$ cat src/logic/pdsm_pkg.sv
// package: register map, field layout, reset values and codes for prescaler decode and status mux
`default_nettype none
package pdsm_pkg;

  // ==========================================================
  // register map
  localparam logic [9:0] PDSM_ADDR_PRESC       = 10'h016;
  localparam logic [9:0] PDSM_ADDR_STATUS_SEL  = 10'h017;
  localparam logic [9:0] PDSM_ADDR_SEL_LOCK    = 10'h01d;

  localparam logic [7:0] PDSM_RST_PRESC        = 8'h06;
  localparam logic [7:0] PDSM_RST_STATUS_SEL   = 8'h00;
  localparam logic [7:0] PDSM_RST_SEL_LOCK     = 8'h00;
  localparam logic [7:0] PDSM_READ_UNMAPPED    = 8'h00;

  // ==========================================================
  // field positions
  localparam int PDSM_PRESC_LSB   = 0;
  localparam int PDSM_PRESC_MSB   = 2;
  localparam int PDSM_SEL_LSB     = 2;
  localparam int PDSM_SEL_MSB     = 7;
  localparam int PDSM_LOCK_BIT    = 7;
  localparam int PDSM_SYNC_STAGES = 3;
  localparam int PDSM_NUM_PINS    = 3;

  // ==========================================================
  // prescaler codes
  typedef enum logic [2:0] {
    PRESC_FD1  = 3'b000,
    PRESC_FD2  = 3'b001,
    PRESC_DM2  = 3'b010,
    PRESC_DM4  = 3'b011,
    PRESC_DM8  = 3'b100,
    PRESC_FD16 = 3'b101,
    PRESC_DM32 = 3'b110,
    PRESC_FD3  = 3'b111
  } pdsm_presc_code_t;

  localparam logic [5:0] PDSM_RATIO_1  = 6'h01;
  localparam logic [5:0] PDSM_RATIO_2  = 6'h02;
  localparam logic [5:0] PDSM_RATIO_3  = 6'h03;
  localparam logic [5:0] PDSM_RATIO_4  = 6'h04;
  localparam logic [5:0] PDSM_RATIO_8  = 6'h08;
  localparam logic [5:0] PDSM_RATIO_16 = 6'h10;
  localparam logic [5:0] PDSM_RATIO_32 = 6'h20;
  localparam logic [5:0] PDSM_ONE      = 6'h01;
  localparam logic [5:0] PDSM_ZERO6    = 6'h00;

  // ==========================================================
  // status selection codes
  localparam logic [5:0] SEL_GND      = 6'h00;
  localparam logic [5:0] SEL_NDIV     = 6'h01;
  localparam logic [5:0] SEL_RDIV     = 6'h02;
  localparam logic [5:0] SEL_SWALLOW  = 6'h03;
  localparam logic [5:0] SEL_PRESC    = 6'h04;
  localparam logic [5:0] SEL_PFD_UP   = 6'h05;
  localparam logic [5:0] SEL_PFD_DN   = 6'h06;
  localparam logic [5:0] SEL_REF_GND  = 6'h20;
  localparam logic [5:0] SEL_FIRST_REF_INPUT     = 6'h21;
  localparam logic [5:0] SEL_SECOND_REF_INPUT     = 6'h22;
  localparam logic [5:0] SEL_REF_ACT  = 6'h23;
  localparam logic [5:0] SEL_REF_IDLE = 6'h24;

  // ==========================================================
  // carriers
  typedef struct packed {
    logic feedback_div;
    logic reference_div;
    logic swallow_out;
    logic pfd_up;
    logic pfd_down;
  } pdsm_taps_t;

  typedef struct packed {
    logic [5:0] ratio;
    logic       dual_modulus_mode;
  } pdsm_ratio_t;

endpackage : pdsm_pkg
`default_nettype wire

$ cat src/logic/pdsm_top.sv
// module: feedback prescaler decode and divide, status pin selector, register slice
//
// What this block does
// - the prescaler mode is the three-bit field in bits [2:0] of register 0x016.
// - code 010 divides by two or three while the swallow count is nonzero, else by two.
// - code 011 divides by four or five while the swallow count is nonzero, else by four.
// - code 100 divides by eight or nine while the swallow count is nonzero, else by eight.
// - code 110, the reset value, divides by thirty-two or thirty-three, else by thirty-two.
// - an undefined selection with top bit zero, the all-zero one included, drives the pin low.
// - selection 000001 routes the delayed feedback divider output.
// - selection 000010 routes the delayed reference divider output.
// - with the top bit one the reference monitor table applies and 100000 drives the pin low.
// - selection 100001 routes the first reference, or the differential reference in differential mode.
// - selection 100010 routes the second reference and is ground in differential mode.
// - selection 100011 routes the reference that currently feeds the loop.
// - selection 100100 routes the reference not feeding the loop and is ground in differential mode.
`timescale 1ns/100ps
`default_nettype none
module pdsm_top
  import pdsm_pkg::*;
(
  // clock, reset, enable
  input  wire  logic        clk,
  input  wire  logic        rst_n,
  input  wire  logic        ce,
  // register map port
  input  wire  logic        reg_wr_en,
  input  wire  logic        reg_rd_en,
  input  wire  logic [9:0]  reg_addr,
  input  wire  logic [7:0]  reg_wdata,
  output var   logic [7:0]  reg_rdata,
  output var   logic        reg_rd_valid,
  // feedback path
  input  wire  logic [5:0]  swallow_value,
  input  wire  logic        modulus_high,
  output var   logic        presc_out,
  output var   logic [5:0]  presc_ratio,
  output var   logic        presc_dual,
  // internal taps
  input  wire  pdsm_taps_t  taps,
  // reference pins and state
  input  wire  logic        first_ref_input,
  input  wire  logic        second_ref_input,
  input  wire  logic        diff_ref_input,
  input  wire  logic        ref_diff_mode,
  input  wire  logic        ref_second_active,
  // status pin
  output var   logic        status_pin
);

  // ==========================================================
  // decoding
  function automatic pdsm_ratio_t decode_presc(input logic [2:0] code);
    pdsm_ratio_t r;
    r.dual_modulus_mode = 1'b0;
    r.ratio             = PDSM_RATIO_1;
    case (pdsm_presc_code_t'(code))
      PRESC_FD1: begin
        r.ratio = PDSM_RATIO_1;
      end
      PRESC_FD2: begin
        r.ratio = PDSM_RATIO_2;
      end
      PRESC_DM2: begin
        r.ratio             = PDSM_RATIO_2;
        r.dual_modulus_mode = 1'b1;
      end
      PRESC_DM4: begin
        r.ratio             = PDSM_RATIO_4;
        r.dual_modulus_mode = 1'b1;
      end
      PRESC_DM8: begin
        r.ratio             = PDSM_RATIO_8;
        r.dual_modulus_mode = 1'b1;
      end
      PRESC_FD16: begin
        r.ratio = PDSM_RATIO_16;
      end
      PRESC_DM32: begin
        r.ratio             = PDSM_RATIO_32;
        r.dual_modulus_mode = 1'b1;
      end
      PRESC_FD3: begin
        r.ratio = PDSM_RATIO_3;
      end
      default: begin
        r.ratio = PDSM_RATIO_1;
      end
    endcase
    return r;
  endfunction : decode_presc

  // ==========================================================
  // registers
  logic [7:0]  presc_reg;
  logic [7:0]  status_sel_reg;
  logic [7:0]  sel_lock_reg;
  logic        wr_presc;
  logic        wr_status;
  logic        wr_lock;

  assign wr_presc  = ce && reg_wr_en && (reg_addr == PDSM_ADDR_PRESC);
  assign wr_status = ce && reg_wr_en && (reg_addr == PDSM_ADDR_STATUS_SEL);
  assign wr_lock   = ce && reg_wr_en && (reg_addr == PDSM_ADDR_SEL_LOCK);

  always_ff @(posedge clk or negedge rst_n) begin
    if (!rst_n) begin
      presc_reg <= PDSM_RST_PRESC;
    end else if (wr_presc) begin
      presc_reg <= reg_wdata;
    end
  end

  always_ff @(posedge clk or negedge rst_n) begin
    if (!rst_n) begin
      sel_lock_reg <= PDSM_RST_SEL_LOCK;
    end else if (wr_lock) begin
      sel_lock_reg <= reg_wdata;
    end
  end

  always_ff @(posedge clk or negedge rst_n) begin
    if (!rst_n) begin
      status_sel_reg <= PDSM_RST_STATUS_SEL;
    end else if (wr_status) begin
      // low bits are stored only; the selection field obeys the lock
      status_sel_reg[PDSM_SEL_LSB-1:0] <= reg_wdata[PDSM_SEL_LSB-1:0];
      if (!sel_lock_reg[PDSM_LOCK_BIT]) begin
        status_sel_reg[PDSM_SEL_MSB:PDSM_SEL_LSB] <= reg_wdata[PDSM_SEL_MSB:PDSM_SEL_LSB];
      end
    end
  end

  always_ff @(posedge clk or negedge rst_n) begin
    if (!rst_n) begin
      reg_rdata    <= PDSM_READ_UNMAPPED;
      reg_rd_valid <= 1'b0;
    end else if (ce) begin
      reg_rd_valid <= reg_rd_en;
      if (reg_rd_en) begin
        case (reg_addr)
          PDSM_ADDR_PRESC: begin
            reg_rdata <= presc_reg;
          end
          PDSM_ADDR_STATUS_SEL: begin
            reg_rdata <= status_sel_reg;
          end
          PDSM_ADDR_SEL_LOCK: begin
            reg_rdata <= sel_lock_reg;
          end
          default: begin
            reg_rdata <= PDSM_READ_UNMAPPED;
          end
        endcase
      end
    end
  end

  // ==========================================================
  // prescaler
  pdsm_ratio_t cur_ratio;
  logic [5:0]  modulus;
  logic [5:0]  presc_cnt;
  logic [5:0]  next_presc_cnt;
  logic        use_extra;

  assign cur_ratio = decode_presc(presc_reg[PDSM_PRESC_MSB:PDSM_PRESC_LSB]);
  // the extra count only exists in dual modulus mode with a nonzero swallow count
  assign use_extra = cur_ratio.dual_modulus_mode && (swallow_value != PDSM_ZERO6)
                     && modulus_high;
  assign modulus   = use_extra ? 6'(cur_ratio.ratio + PDSM_ONE) : cur_ratio.ratio;

  // a smaller modulus taking effect mid-count wraps at once
  always_comb begin
    if (presc_cnt >= 6'(modulus - PDSM_ONE)) begin
      next_presc_cnt = PDSM_ZERO6;
    end else begin
      next_presc_cnt = 6'(presc_cnt + PDSM_ONE);
    end
  end

  always_ff @(posedge clk or negedge rst_n) begin
    if (!rst_n) begin
      presc_cnt <= PDSM_ZERO6;
      presc_out <= 1'b0;
    end else if (ce) begin
      presc_cnt <= next_presc_cnt;
      presc_out <= (next_presc_cnt == PDSM_ZERO6);
    end
  end

  always_ff @(posedge clk or negedge rst_n) begin
    if (!rst_n) begin
      presc_ratio <= PDSM_RATIO_32;
      presc_dual  <= 1'b1;
    end else if (ce) begin
      presc_ratio <= modulus;
      presc_dual  <= cur_ratio.dual_modulus_mode;
    end
  end

  // ==========================================================
  // pin synchronisers
  logic [PDSM_NUM_PINS-1:0] pin_raw;
  logic [PDSM_NUM_PINS-1:0] pin_clean;

  assign pin_raw = {diff_ref_input, second_ref_input, first_ref_input};

  genvar gi;
  generate
    for (gi = 0; gi < PDSM_NUM_PINS; gi++) begin : g_sync
      logic [PDSM_SYNC_STAGES-1:0] sh;
      always_ff @(posedge clk or negedge rst_n) begin
        if (!rst_n) begin
          sh <= '0;
        end else if (ce) begin
          sh <= {sh[PDSM_SYNC_STAGES-2:0], pin_raw[gi]};
        end
      end
      // a pin change is taken once the last two stages agree
      always_ff @(posedge clk or negedge rst_n) begin
        if (!rst_n) begin
          pin_clean[gi] <= 1'b0;
        end else if (ce && (sh[PDSM_SYNC_STAGES-2] == sh[PDSM_SYNC_STAGES-1])) begin
          pin_clean[gi] <= sh[PDSM_SYNC_STAGES-1];
        end
      end
    end
  endgenerate

  // ==========================================================
  // status selector
  logic [5:0] sel;
  logic       first_ref_input_q;
  logic       second_ref_input_q;
  logic       refd_q;
  logic       next_status;

  assign sel    = status_sel_reg[PDSM_SEL_MSB:PDSM_SEL_LSB];
  assign first_ref_input_q = pin_clean[0];
  assign second_ref_input_q = pin_clean[1];
  assign refd_q = pin_clean[2];

  always_comb begin
    case (sel)
      SEL_NDIV: begin
        next_status = taps.feedback_div;
      end
      SEL_RDIV: begin
        next_status = taps.reference_div;
      end
      SEL_SWALLOW: begin
        next_status = taps.swallow_out;
      end
      SEL_PRESC: begin
        next_status = presc_out;
      end
      SEL_PFD_UP: begin
        next_status = taps.pfd_up;
      end
      SEL_PFD_DN: begin
        next_status = taps.pfd_down;
      end
      SEL_REF_GND: begin
        next_status = 1'b0;
      end
      SEL_FIRST_REF_INPUT: begin
        next_status = ref_diff_mode ? refd_q : first_ref_input_q;
      end
      SEL_SECOND_REF_INPUT: begin
        next_status = ref_diff_mode ? 1'b0 : second_ref_input_q;
      end
      SEL_REF_ACT: begin
        if (ref_diff_mode) begin
          next_status = refd_q;
        end else begin
          next_status = ref_second_active ? second_ref_input_q : first_ref_input_q;
        end
      end
      SEL_REF_IDLE: begin
        if (ref_diff_mode) begin
          next_status = 1'b0;
        end else begin
          next_status = ref_second_active ? first_ref_input_q : second_ref_input_q;
        end
      end
      default: begin
        next_status = 1'b0;
      end
    endcase
  end

  always_ff @(posedge clk or negedge rst_n) begin
    if (!rst_n) begin
      status_pin <= 1'b0;
    end else if (ce) begin
      status_pin <= next_status;
    end
  end

endmodule : pdsm_top
`default_nettype wire

$ cat config.mk
export PLATFORM = sky130hd
export DESIGN_NAME = pdsm_top
export DESIGN_NICKNAME = d
export VERILOG_FILES = /design/src/logic/pdsm_pkg.sv /design/src/logic/pdsm_top.sv
export SDC_FILE = /design/constraint.sdc
export NUM_CORES = 1
export LEC_CHECK = 0
export ABC_AREA = 1
export BUFFER_PORTS_ARGS = -buffer_cell sky130_fd_sc_hd__buf_4
export CELL_PAD_IN_SITES_DETAIL_PLACEMENT = 1
export CELL_PAD_IN_SITES_GLOBAL_PLACEMENT = 1
export CORE_ASPECT_RATIO = 0.9
export CORE_MARGIN = 2
export CORE_UTILIZATION = 37
export DETAILED_ROUTE_END_ITERATION = 10
export GPL_TIMING_DRIVEN = 0
export PLACE_DENSITY = 0.81
export SLEW_MARGIN = 20
export SYNTH_ARGS = -nofsm -noshare
export SYNTH_HDL_FRONTEND = slang
export SYNTH_SLANG_ARGS = --single-unit
$ cat constraint.sdc
create_clock -name clk -period 2.9 [get_ports clk]
set_input_delay 0.435 -clock clk [delete_from_list [all_inputs] [get_ports clk]]
set_output_delay 0.435 -clock clk [all_outputs]
set_load 0.02 [all_outputs]
==> flow_summary_export.csv <==
group,metric,value,unit
outcome,status,"complete, no violations",
synthesis,synthCells,418,
critical_path,critPathBufInv,2,
cts,cts_tree,"built",
critical_path,cp.arrival,3090,ps
sta,fin_skew,4.53,ps
routing,drc,0,
cts,clockRootBuffer,"clkbuf_8",
cells_and_area,fillers,1079,
die,dieArea,9640,um2
die,core_area,8610,um2
synthesis,yosysSeqAreaShare,45.9,%
routing,wl_per_cell,15.8,um
power_and_ir_drop,power_density,519,nW/um2
cells_and_area,largest_reg_flops,9,
global_route,grt_start_max_net_pins,61,
critical_path,crit_path_frequent_cell,"nand2_1",
global_route,grt_usage,21.6,%
sta,hold_violations,0,
cells_and_area,stdcell_count,614,
cells_and_area,num_antenna_cells,0,
cells_and_area,layout.cells.most_common,"nand2_1",
sta,worst_slew_pin_slew,762,ps
sta,period_needed,2810,ps
place,hpwl,6900,um
critical_path,critPathKind,"flop to flop",
die,start_util,38.1,%
cells_and_area,final_cell_mix,"120 x nand2_1, 62 x buf_4, 55 x dfrtp_1",
cts,cts_buffer_depth,2,
power_and_ir_drop,max-vdd-ir-drop,0.281,mV
run,drv_cap,0,
cts,numCtsBuffers,9,
synthesis,synth_area,3280,um2
cells_and_area,syn_to_final_growth,25.6,%
sta,period_share,96.8,%
critical_path,reg2reg_depth,17,
cts,cts_sinks,60,
global_route,grt_pass1_wl,15900,um
die,die_width,103,um
critical_path,crit_chain,"inv_2 -> o21ai_2 -> nand3_2 -> nand2_1 -> inv_2 -> ha_1 -> a21oi_1 -> a31oi_1 -> ha_1 -> nand2_1 -> nor2_1 -> nand2_2 -> nand3_1 -> nand2_1 -> nor2_1 -> nand2_1 -> nand2_1",
routing,routed_wl,9690,um
critical_path,regToRegEndpoint,"presc_out$_DFFE_PN0P_",
synthesis,syn-mean-instance-area,7.85,um2
global_route,grt_pass1_vias,3296,
synthesis,ys_types,32,
routing,drt-pass1-iter-count,4,
die,die_h,93.3,um
critical_path,crit_fanout,6,
routing,dr_total_vias,3115,
critical_path,crit_path_end_kind,"flop",
die,rows,32,
die,io_pins,58,
cells_and_area,final_area,4120,um2
sta,max_freq,0.356,GHz
cts,clock_latency,340,ps
synthesis,ys_ff_latch,60,
cells_and_area,drive_gt1_share,24.6,%
sta,whs,165,ps
critical_path,crit_family,"simple AND/OR/NAND/NOR gates",
synthesis,synth_nets,466,
sta,drv_slew,0,
global_route,grt.overflow.total,0,
global_route,antenna_found_initial,0,
place,dpl_cell_area,3850,um2
critical_path,cp.required,3180,ps
cts,path_clk_slew,70,ps
routing,drt_iter0_drc,71,
critical_path,reg2reg_from,"presc_reg[1]$_DFFE_PN1P_",
cts,htree_levels,3,
sta,slew-limit-headroom,49.2,%
cells_and_area,layout.nets,538,
critical_path,slowest_delay,580,ps
place,io_buffers,56,
place,globalplace.congestion,0.831,
routing,drt-vias-per-instance,5.07,
sta,setup_viol,0,
routing,antenna_left,0,
power_and_ir_drop,p_leak,0.00217,uW
place,dp_cells,593,
critical_path,cpMaxStageDelayCell,"dfstp_2",
critical_path,rrSetupSlack,90,ps
critical_path,startpoint_type,"flop",
hold_path,hold_path.class,"input port to async pin",
cells_and_area,largest_register,"g_sync.sh",
synthesis,synth_warnings,0,
per-stage QoR:
| step | worst slack (ps) | util (%) | TNS, ps | total power (uW) |
|---|---|---|---|---|
| CTS | 20.7 | 47.1 | 0 | 2110 |
| detailed placement | -385 | 44.7 | -1500 | 1340 |
| global route | -105 | 47.9 | -108 | 2260 |
| finish | 91.9 | 47.9 | 0 | 2140 |
| global placement | -262 | 44.7 | -803 | 1320 |
| floorplan | 173 | - | 0 | 1180 |
cells in the mapped netlist:
cell type	instances	share of area, %
nand2_1	122	14
o21ai_2	5	1.3
inv_1	42	4.8
a31oi_1	1	0.19
xor2_1	3	0.80
o31ai_1	7	1.6
clkbuf_1	5	0.57
inv_2	5	0.57
nor2_1	38	4.3
xnor2_1	1	0.27
o21a_1	1	0.23
nand2_2	5	0.95
a22oi_1	1	0.23
nand3_1	39	5.9
nor3b_2	1	0.38
nor2_8	2	1.2
nor2_2	1	0.19
nand4_4	1	0.65
o21ai_1	25	3.8
buf_6	1	0.34
dfstp_2	4	3.2
nand2_4	2	0.69
dfrtp_1	56	43
o21ai_0	14	2.1
nand3_4	1	0.53
buf_1	1	0.11
ha_1	8	3.1
nor2_4	4	1.4
a21oi_1	10	1.5
a21oi_2	1	0.27
nand4_1	8	1.5
buf_2	3	0.46
logic make-up after synthesis:
family | Yosys count | synth area share, %
compound gates | 65 | 11.3
xor+xnor | 4 | 1.07
fa+ha+maj | 8 | 3.05
buf+inv | 57 | 6.86
flops | 60 | 45.9
simple gates | 224 | 31.8
power by group:
part | leakage (uW) | internal, uW | switching (uW)
registers | 0.000777 | 893 | 54.7
clock network | 0.0000910 | 391 | 352
logic | 0.00130 | 169 | 280
how the worst max path moves through the flow:
stage                                   from                    end  slack [ps]  cells past startpoint
global placement    presc_reg[2]$_DFFE_PN1P_  presc_out$_DFFE_PN0P_        -260                     18
global route        presc_reg[0]$_DFFE_PN0P_  presc_out$_DFFE_PN0P_        -110                     18
floorplan           presc_reg[2]$_DFFE_PN1P_  presc_out$_DFFE_PN0P_         170                     18
CTS                 presc_reg[1]$_DFFE_PN1P_  presc_out$_DFFE_PN0P_          20                     17
finish              presc_reg[1]$_DFFE_PN1P_  presc_out$_DFFE_PN0P_          90                     17
detailed placement  presc_reg[2]$_DFFE_PN1P_  presc_out$_DFFE_PN0P_        -390                     18
per-layer routing:
layer  vias to the layer above  share of wire (%)  GRT usage [%]
met2                        67                 51           37.2
met1                      1528                 44           27.0
met4                         0                1.8           5.37
met3                        15                3.7           5.23
met5                         -                  0              0
li1                       1505                  -              -
layout make-up:
type	instances	area [um2]	area share, %
Multi-Input combinational cell	301	1590	38.5
Tap cell	119	149	3.61
Clock inverter	7	67.6	1.64
Sequential cell	60	1510	36.6
Timing Repair Buffer	62	465	11.3
Inverter	47	176	4.28
Buffer	9	45.0	1.09
Clock buffer	9	124	3.01
what timing repair did:
action                     CTS  global route
gates cloned                 0             0
setup endpoints to repair    7             6
pin swaps                    1             2
hold buffers                 0             0
resized for setup            3             8
setup buffers                1             5
(Power assumes the default switching activity.)
